### src/rtw_pkg.sv
// package: register map, field layout and timing constants of the reload timer
package rtw_pkg;

    // ==========================================================
    // register offsets (word index; byte address is index * 4)
    localparam logic [11:0] MODE_SEL_IDX  = 12'h00D;
    localparam logic [11:0] LOAD_LOW_IDX  = 12'h00E;
    localparam logic [11:0] LOAD_HIGH_IDX = 12'h00F;
    localparam logic [11:0] OUT_MODE_IDX  = 12'h014;
    localparam logic [11:0] IRQ_FLAG_IDX  = 12'h002;
    localparam logic [11:0] WDOG_IDX      = 12'h020;

    // ==========================================================
    // field positions
    localparam int RELOAD_SEL_BIT = 3;
    localparam int IRQ_FLAG_BIT   = 2;
    localparam int WDOG_EN_BIT    = 1;

    // ==========================================================
    // reset values
    localparam logic [3:0] MODE_SEL_RST = 4'h0;
    localparam logic [2:0] OUT_MODE_RST = 3'h0;
    localparam logic [3:0] LOAD_LOW_RST = 4'h0;
    localparam logic [7:0] COUNT_MAX    = 8'hFF;
    localparam logic [7:0] COUNT_ZERO   = 8'h00;

    // ==========================================================
    // timing: one instruction cycle is this many system clocks
    localparam int          SYS_CLK_MHZ     = 250;
    localparam int          INSTR_CYCLE_NS  = 4;
    localparam int          INSTR_CYC_CLKS  = (INSTR_CYCLE_NS * SYS_CLK_MHZ + 999) / 1000;
    localparam int          PRESCALE_W      = 11;
    localparam logic [1:0]  MODE_DELAY_CYC  = 2'h2;

    // ==========================================================
    // output modes
    typedef enum logic [2:0] {
        OM_PORT   = 3'b000,
        OM_TOGGLE = 3'b001,
        OM_FORCE0 = 3'b010,
        OM_FORCE1 = 3'b011,
        OM_PWM    = 3'b111
    } rtw_out_mode_e;

    // ==========================================================
    // register bus request as seen after address phase
    typedef struct packed {
        logic        wr;
        logic        rd;
        logic [11:0] idx;
    } rtw_req_s;

endpackage

### src/rtw_timer.sv
// design: eight-bit reload timer with watchdog and timer output, AHB-Lite slave
//
// The implementer's own choice: the AHB-Lite interface to the registers.
`timescale 1ns/1ps

// What this block does
// - count up per tick; tick at FF overflows
// - overflow reloads write value or restarts zero
// - overflow sets sticky interrupt flag bit two
// - watchdog enabled overflow resets the chip
// - mode bit three selects reload or free-run
// - mode bits two..zero pick tick period
// - mode write effective two cycles later
// - output mode field decodes five modes
// - non-port mode claims pin, low after reset
// - toggle mode inverts output per overflow
// - force-0 mode drives low on overflow
// - force-1 mode drives high on overflow
// - PWM mode gives fixed half duty pulse train, flipping per overflow
// - low digit stored, high digit loads counter
// - high write alone reuses retained low digit
// - reset clears low digit, high undefined
// - high read latches low count for later
// - shared addresses: writes load, reads count
// - eleven-bit prescaler free runs from reset
module rtw_timer
    import rtw_pkg::*;
(
    // clock and reset
    input  wire logic        i_clk,
    input  wire logic        i_sys_rst,
    // ahb-lite slave
    input  wire logic        hsel,
    input  wire logic [31:0] haddr,
    input  wire logic [1:0]  htrans,
    input  wire logic        hwrite,
    input  wire logic [2:0]  hsize,
    input  wire logic [31:0] hwdata,
    input  wire logic        hready,
    output logic      [31:0] hrdata,
    output logic             hreadyout,
    output logic             hresp,
    // timer side
    output logic             o_timer_out,
    output logic             o_pin_is_timer,
    output logic             o_irq_flag,
    output logic             o_chip_reset
);

    // ==========================================================
    // bus address phase capture
    rtw_req_s req_ff;
    rtw_req_s nxt_req;
    logic     acc;

    assign acc = hsel & hready & htrans[1];
    always_comb begin
        nxt_req.wr  = acc & hwrite;
        nxt_req.rd  = acc & ~hwrite;
        nxt_req.idx = haddr[13:2];
    end
    always_ff @(posedge i_clk) begin
        if (i_sys_rst) begin
            req_ff <= '0;
        end else begin
            req_ff <= nxt_req;
        end
    end

    // zero wait state, always okay
    assign hreadyout = 1'b1;
    assign hresp     = 1'b0;

    logic wr_mode;
    logic wr_low;
    logic wr_high;
    logic wr_out;
    logic wr_irq;
    logic wr_wdog;
    logic rd_high;

    assign wr_mode = req_ff.wr & (req_ff.idx == MODE_SEL_IDX);
    assign wr_low  = req_ff.wr & (req_ff.idx == LOAD_LOW_IDX);
    assign wr_high = req_ff.wr & (req_ff.idx == LOAD_HIGH_IDX);
    assign wr_out  = req_ff.wr & (req_ff.idx == OUT_MODE_IDX);
    assign wr_irq  = req_ff.wr & (req_ff.idx == IRQ_FLAG_IDX);
    assign wr_wdog = req_ff.wr & (req_ff.idx == WDOG_IDX);
    assign rd_high = req_ff.rd & (req_ff.idx == LOAD_HIGH_IDX);

    // ==========================================================
    // prescaler and instruction cycle strobe
    logic [PRESCALE_W-1:0] pre_ff;
    logic [7:0]            icyc_cnt_ff;
    logic                  icyc;

    assign icyc = (icyc_cnt_ff == 8'(INSTR_CYC_CLKS - 1));
    always_ff @(posedge i_clk) begin
        if (i_sys_rst) begin
            icyc_cnt_ff <= 8'h00;
        end else if (icyc) begin
            icyc_cnt_ff <= 8'h00;
        end else begin
            icyc_cnt_ff <= icyc_cnt_ff + 8'h01;
        end
    end

    // no stop mode here, so it only halts in reset
    always_ff @(posedge i_clk) begin
        if (i_sys_rst) begin
            pre_ff <= '0;
        end else if (icyc) begin
            pre_ff <= pre_ff + 11'h001;
        end
    end

    // ==========================================================
    // mode register with delayed take-effect
    logic [3:0] mode_pend_ff;
    logic [3:0] mode_ff;
    logic [1:0] mode_dly_ff;

    always_ff @(posedge i_clk) begin
        if (i_sys_rst) begin
            mode_pend_ff <= MODE_SEL_RST;
            mode_ff      <= MODE_SEL_RST;
            mode_dly_ff  <= 2'h0;
        end else if (wr_mode) begin
            mode_pend_ff <= hwdata[3:0];
            mode_dly_ff  <= MODE_DELAY_CYC;
        end else if (mode_dly_ff != 2'h0) begin
            if (icyc) begin
                mode_dly_ff <= mode_dly_ff - 2'h1;
                if (mode_dly_ff == 2'h1) begin
                    mode_ff <= mode_pend_ff;
                end
            end
        end
    end

    // tick selection from prescaler bits
    logic tick_sel;
    logic pre_bit_ff;
    logic tick;

    always_comb begin
        unique case (mode_ff[2:0])
            3'h0:    tick_sel = pre_ff[10];
            3'h1:    tick_sel = pre_ff[9];
            3'h2:    tick_sel = pre_ff[8];
            3'h3:    tick_sel = pre_ff[6];
            3'h4:    tick_sel = pre_ff[4];
            3'h5:    tick_sel = pre_ff[2];
            3'h6:    tick_sel = pre_ff[1];
            default: tick_sel = pre_ff[0];
        endcase
    end
    always_ff @(posedge i_clk) begin
        if (i_sys_rst) begin
            pre_bit_ff <= 1'b0;
        end else begin
            pre_bit_ff <= tick_sel;
        end
    end
    // falling edge of the chosen bit gives one tick per full period
    assign tick = pre_bit_ff & ~tick_sel;

    // ==========================================================
    // write register digits
    logic [3:0] load_low_ff;
    logic [3:0] load_high_ff;

    always_ff @(posedge i_clk) begin
        if (i_sys_rst) begin
            load_low_ff <= LOAD_LOW_RST;
        end else if (wr_low) begin
            load_low_ff <= hwdata[3:0];
        end
    end
    // upper digit has no reset by design
    always_ff @(posedge i_clk) begin
        if (wr_high) begin
            load_high_ff <= hwdata[3:0];
        end
    end

    // ==========================================================
    // counter
    logic [7:0] count_ff;
    logic       ovf;

    assign ovf = tick & (count_ff == COUNT_MAX);
    always_ff @(posedge i_clk) begin
        if (i_sys_rst) begin
            count_ff <= COUNT_ZERO;
        end else if (wr_high) begin
            count_ff <= {hwdata[3:0], load_low_ff};
        end else if (ovf) begin
            if (mode_ff[RELOAD_SEL_BIT]) begin
                count_ff <= {load_high_ff, load_low_ff};
            end else begin
                count_ff <= COUNT_ZERO;
            end
        end else if (tick) begin
            count_ff <= count_ff + 8'h01;
        end
    end

    // ==========================================================
    // read latch for the low digit
    logic [3:0] read_low_ff;

    always_ff @(posedge i_clk) begin
        if (i_sys_rst) begin
            read_low_ff <= 4'h0;
        end else if (acc & ~hwrite & (haddr[13:2] == LOAD_HIGH_IDX)) begin
            read_low_ff <= count_ff[3:0];
        end
    end

    // ==========================================================
    // interrupt flag and watchdog enable
    logic irq_ff;
    logic wdog_ff;

    always_ff @(posedge i_clk) begin
        if (i_sys_rst) begin
            irq_ff <= 1'b0;
        end else if (ovf) begin
            irq_ff <= 1'b1;
        end else if (wr_irq & ~hwdata[IRQ_FLAG_BIT]) begin
            irq_ff <= 1'b0;
        end
    end
    always_ff @(posedge i_clk) begin
        if (i_sys_rst) begin
            wdog_ff <= 1'b0;
        end else if (wr_wdog) begin
            wdog_ff <= hwdata[WDOG_EN_BIT];
        end
    end
    // registered so the reset request is a clean one-cycle pulse
    always_ff @(posedge i_clk) begin
        if (i_sys_rst) begin
            o_chip_reset <= 1'b0;
        end else begin
            o_chip_reset <= ovf & wdog_ff;
        end
    end
    assign o_irq_flag = irq_ff;

    // ==========================================================
    // output mode register and timer output
    logic [2:0] out_mode_ff;
    logic       pwm_hi_ff;

    always_ff @(posedge i_clk) begin
        if (i_sys_rst) begin
            out_mode_ff <= OUT_MODE_RST;
        end else if (wr_out) begin
            out_mode_ff <= hwdata[2:0];
        end
    end
    assign o_pin_is_timer = (out_mode_ff != OM_PORT);

    // pwm: level flips at each overflow, high for every other reload interval
    always_ff @(posedge i_clk) begin
        if (i_sys_rst) begin
            pwm_hi_ff <= 1'b0;
        end else if (ovf) begin
            pwm_hi_ff <= ~pwm_hi_ff;
        end
    end

    always_ff @(posedge i_clk) begin
        if (i_sys_rst) begin
            o_timer_out <= 1'b0;
        end else if (ovf) begin
            case (out_mode_ff)
                OM_TOGGLE: o_timer_out <= ~o_timer_out;
                OM_FORCE0: o_timer_out <= 1'b0;
                OM_FORCE1: o_timer_out <= 1'b1;
                OM_PWM:    o_timer_out <= ~pwm_hi_ff;
                default:   o_timer_out <= o_timer_out;
            endcase
        end
    end

    // ==========================================================
    // read data
    always_comb begin
        hrdata = 32'h0000_0000;
        if (req_ff.rd) begin
            unique case (req_ff.idx)
                LOAD_LOW_IDX:  hrdata[3:0] = read_low_ff;
                LOAD_HIGH_IDX: hrdata[3:0] = count_ff[7:4];
                OUT_MODE_IDX:  hrdata[2:0] = out_mode_ff;
                IRQ_FLAG_IDX:  hrdata[IRQ_FLAG_BIT] = irq_ff;
                WDOG_IDX:      hrdata[WDOG_EN_BIT] = wdog_ff;
                default:       hrdata = 32'h0000_0000;
            endcase
        end
    end

    logic unused_ok;
    assign unused_ok = &{1'b0, hsize, rd_high, hwdata[31:4], haddr[31:14], haddr[1:0]};

endmodule

### config.mk
export PLATFORM = sky130hd
export DESIGN_NAME = rtw_timer
export DESIGN_NICKNAME = d
export VERILOG_FILES = /design/src/rtw_pkg.sv /design/src/rtw_timer.sv
export SDC_FILE = /design/constraint.sdc
export NUM_CORES = 1
export LEC_CHECK = 0
export BUFFER_PORTS_ARGS = -buffer_cell sky130_fd_sc_hd__buf_4
export CELL_PAD_IN_SITES_DETAIL_PLACEMENT = 1
export CELL_PAD_IN_SITES_GLOBAL_PLACEMENT = 2
export CORE_MARGIN = 4
export CORE_UTILIZATION = 32
export CTS_CLUSTER_DIAMETER = 60
export DETAILED_ROUTE_END_ITERATION = 16
export PLACE_DENSITY = 0.95
export REMOVE_ABC_BUFFERS = 1
export SYNTH_ARGS = -nofsm -noshare
export SYNTH_HDL_FRONTEND = slang
export SYNTH_SLANG_ARGS = --single-unit
### constraint.sdc
create_clock -name i_clk -period 3.66 [get_ports i_clk]
set_clock_uncertainty 0.15 [all_clocks]
set_input_delay 0 -clock i_clk [delete_from_list [all_inputs] [get_ports i_clk]]
set_output_delay 0 -clock i_clk [all_outputs]
set_load 0.02 [all_outputs]
### Yosys cells after proc, flatten, opt, wreduce, memory -nomap -nowiden

Index checks and enable logic that the tools add are counted.

* register bits: 72
* bits of input ports: 74
* logic and storage cells: 95

* $add $sub $neg: 4
* equal/unequal tests: 19
* multiplexer cells: 16
* bitwise gates (word level): 21
* reductions and logical operators: 15

Operators by type and width (count)
* $eq 12x4->1 const B: 4
* $mux 8: 4
* $add 8x1->8 const B: 2
* $and 1x1->1: 15
* $eq 12x2->1 const B: 1
* $eq 12x5->1 const B: 1
* $eq 12x6->1 const B: 1
* $eq 3x2->1 const B: 4
* $eq 3x3->1 const B: 4
* $pmux 1 s4: 3
* $add 11x1->11 const B: 1
* $eq 8x8->1 const B: 1
* $logic_not 8->1: 1
* $reduce_bool 2->1: 4
* $pmux 1 s7: 1
* $eq 3x1->1 const B: 2
* $mux 2: 3
* $not 1->1: 6
* $reduce_and 2->1: 3
* $reduce_bool 3->1: 2
* $mux 4: 1
* $reduce_and 4->1: 1
* $reduce_bool 4->1: 1
* $reduce_or 2->1: 2
* 6 further kinds: 7

### Logic depth before layout (Yosys ltp)

* word-level depth: 7
* gate-level depth with buffers: 8
* gate-level depth less buffers: 7

### Least setup slack after synthesis

OpenSTA, ideal clock, no wires.

* path type: register to register
* start point: register req_ff[7] (netlist name)
* end point: register count_ff[6]
* library setup time: 0.088 ns
* arrival: 2.215 ns
* data required time: 3.422 ns
* setup slack: 1.208 ns
* cell stages (with the launch flop): 8
* buffers on the path: 1
* clock period less this slack: 2.452 ns
* cells stage by stage: dfxtp_1 > or4_4 > or4b_4 > buf_6 > or3_4 > clkinv_4 > nor4_1 > nor4_2

* word-level cells in the longest chain between the ends: 3
* elaborated cells between the ends (all ways): 4

RTL lines
* start, declared: line rtw_timer.sv:52 `rtw_req_s req_ff;`
* start signal, assigned: line rtw_timer.sv:66 `req_ff <= nxt_req;`
* $eq 12x4->1 (*): line rtw_timer.sv:84 `assign wr_high = req_ff.wr & (req_ff.idx == LOAD_HIGH_IDX);`
* $and 1x1->1 (*): line rtw_timer.sv:84
* named net wr_high: line rtw_timer.sv:76 `logic wr_high;`
* $reduce_bool 3->1 (no source line) or $mux 8 (tied branches)
* end signal, assigned: line rtw_timer.sv:196 `count_ff <= {hwdata[3:0], load_low_ff};`
* end signal, assigned: line rtw_timer.sv:199 `count_ff <= {load_high_ff, load_low_ff};`
* end signal, assigned: line rtw_timer.sv:204 `count_ff <= count_ff + 8'h01;`
* end, declared: line rtw_timer.sv:188 `logic [7:0] count_ff;`

The timed path passes the listed nets; every way through them passes the cells marked *.
A chain may end at the register's enable or synchronous reset.

### Worst setup path in the final report

* start point: register req_ff[7] (netlist name)
* end point: output port hrdata[1]

* word-level cells in the longest chain between the ends: 3
* elaborated cells between the ends (all ways): 6

RTL lines
* $eq 12x6->1, or another cell as far along: line rtw_timer.sv:293 `unique case (req_ff.idx)`
* $pmux 1 s4 (*): line rtw_timer.sv:293
* $mux 4 (*): line rtw_timer.sv:292 `if (req_ff.rd) begin`
* end, declared: line rtw_timer.sv:40 `output logic [31:0] hrdata,`

Mark *: on every way between the ends. The rest lies on a longest branch, timed or not.

==> summary.md <==
| Metric | Value |
|---|---|
| Result of the run | completed |
| Final ANT Viol Nets | 0 |
| Synth Cell Area | 3600 sq um |
| Post-place setup slack | 1.11 ns |
| Tmin final | 2.72 ns |
| Most used DFF post-synth | dfxtp_1 |
| Post-CTS Hold Buffers | 20 |
| DR WL/cell | 15.7 um |
| Post-CTS Resized | 0 |
| Initial antenna violation count | 0 |
| Commonest cells after routing, fill and taps aside | dfxtp_1 (68), nor2_1 (38), buf_4 (32) |
| Nets | 527 |
| Die footprint | 13000 sq um |
| DIE WIDTH | 114 um |
| Die Y | 114 um |
| Fin crit share | 0.742 |
| Reg clk slew, reported paths | 0.06 ns |
| GR Overflow Total | 0 |
| Worst skew pair latency | 0.33 ns |
| Clock root cell | clkbuf_16 |
| Post-DP HPWL | 6380 um |
| WP data required | 3.51 ns |
| Clk sink count | 72 |
| Worst hold-check path type | in -> reg |
| Initial Utilization | 0.330 |
| First-pass GRT wire length | 15100 um |
| Routed wire length | 9320 um |
| Final Hold Violating Endpoints | 0 |
| Finished Core Util | 0.394 |
| Max-cap violation count | 0 |
| GRT Total Usage | 0.146 |
| Register area share after synthesis | 0.411 |
| Worst Path Max Fanout | 8 |
| Largest stage delay, worst path | 0.58 ns |
| Ys async rst share | 0 |
| Initial DRC Count | 98 |
| # IOs | 112 |
| Total setup buffers inserted after CTS | 0 |
| Dpl cells | 556 |
| Worst-path cell chain | or4_4 -> or4b_4 -> nor2_1 -> nand2_1 -> a31oi_1 -> buf_4 |
| Slew Limit Fails | 0 |
| Final setup fails | 0 |
| Critical Path Slowest Stage Cell | or4b_4 |
| Mapped Cells | 400 |
| Num CTS Buffers | 9 |
| Worst relative slew slack | 0.334 |
| Yosys reg bits | 72 |
| Crit path capture type | primary output |
| DRT Pass-1 Iters | 4 |
| Post-synthesis cell type count | 58 |
| Worst path bufs/invs | 1 |
| Fin Setup TNS | 0 ns |
| Vias per cell | 4.99 |
| Worst Tran Pin Value | 0.990 ns |
| Via count | 2953 |
| H-tree Lvls | 3 |
| I/O Buffers | 29 |
| Max VDD drop | 0.223 mV |
| Clock buffer depth | 2 |
| Top delay family on crit path | simple AND/OR/NAND/NOR gates |
| Synth Area per Inst | 9.01 sq um |
| Layout cell share with drive strength beyond 1 | 0.146 |
| Vias in the first global route | 3085 |
| Final cell count without fillers | 592 |
| Maximum operating frequency | 368 MHz |
| Crit path DAT | 2.57 ns |
| Crit start category | flop |
| Post-synth EDFFs | 4 |
| Residual DRC | 0 |
| Synth warn | 0 |
| Largest net degree at the start of global routing | 66 |
| Ant diodes | 0 |
| Worst Path Class, Setup | reg -> out |
| Core Area | 10900 sq um |
| Gp weighted congestion | 0.820 |
| Fin worst setup slack | 0.944 ns |
| TritonCTS clock tree | built |
| Commonest non-fill, non-tap cell in the layout | dfxtp_1 |
| P_leak | 1.59 nW |
| RSZ-0062 raised after global routing | false |
| Core Rows | 38 |
| Area Overhead vs Synth | 19.5% |
| PD cells | 442 nW/um^2 |
-- flip-flops by register name, summed over array words and instances, names as in the netlist, 2 cells and up --
signal	cells
req_ff	14
pre_ff	11
count_ff	8
icyc_cnt_ff	8
load_high_ff	4
load_low_ff	4
mode_ff	4
mode_pend_ff	4
read_low_ff	4
out_mode_ff	3
mode_dly_ff	2
-- worst paths after layout --
kind              startpoint              end  slack, ns  cells after the start
min                i_sys_rst   read_low_ff[0]       0.04                      2
max reg2reg       mode_ff[1]      count_ff[2]       1.09                      6
max                req_ff[7]        hrdata[1]       0.94                      6
min reg2reg  mode_pend_ff[3]  mode_pend_ff[3]       0.30                      2
-- per-stage QoR --
stage	instance area (sq um)	total power [mW]	hold slack (ns)
floorplan	3380	0.953	-0.0809
global placement	3800	1.00	0.0414
detailed placement	3800	1.01	0.0359
CTS	4310	1.92	0.0415
global route	4310	1.99	0.0721
finish	4310	1.90	0.0399
-- area by class of cell --
class	instances	area [sq um]
clock buffer	11	253
fill	1283	6630
multi-input combinational	299	1850
sequential	72	1480
tap	140	175
inverter	13	53.8
clock inverter	5	53.8
timing repair buffer	52	440
-- routing by layer --
| metal | routed length [um] | global-route usage |
|---|---|---|
| met2 | 4800 | 0.257 |
| met3 | 401 | 0.0333 |
| met5 | 0 | 0 |
| met4 | 141 | 0.0554 |
| met1 | 3980 | 0.174 |
-- synth_stat cells, types with 8 or more instances --
cell type / number / area (sq um)
nor2b_1: 16 / 100
inv_1: 12 / 45.0
mux2i_1: 19 / 190
nand3_1: 18 / 90.1
o21ai_0: 11 / 55.1
a21oi_1: 18 / 90.1
nand2_1: 31 / 116
xor2_1: 8 / 70.1
xnor2_1: 8 / 70.1
buf_4: 31 / 233
nor2_1: 38 / 143
dfxtp_1: 68 / 1360
nor3_1: 11 / 55.1
-- worst register-to-register path, delay by kind of cell, from the launching register on --
kind / cells / cell delay (ns)
buffers and inverters: 1 / 0.22
muxes: 1 / 0.37
and+or+nand+nor: 1 / 0.56
AOI/OAI and AO/OA: 3 / 0.75
DFF: 1 / 0.44
-- logic make-up after synthesis --
family | share of synthesized area
AO/OA/AOI/OAI | 0.0916
buffers and inverters | 0.105
flip-flops | 0.411
other | 0.00208
adder cells (fa/ha/maj) | 0.0208
AND/OR/NAND/NOR | 0.259
XOR/XNOR | 0.0389
multiplexers | 0.0715
-- where the power goes --
group	internal [mW]	leakage, nW	switching [mW]	total [mW]
clock	0.562	0.152	0.328	0.890
sequential	0.812	0.588	0.0188	0.831
combinational	0.0770	0.852	0.105	0.182
total	1.45	1.59	0.451	1.90
Power figures use the tool's default switching activity.
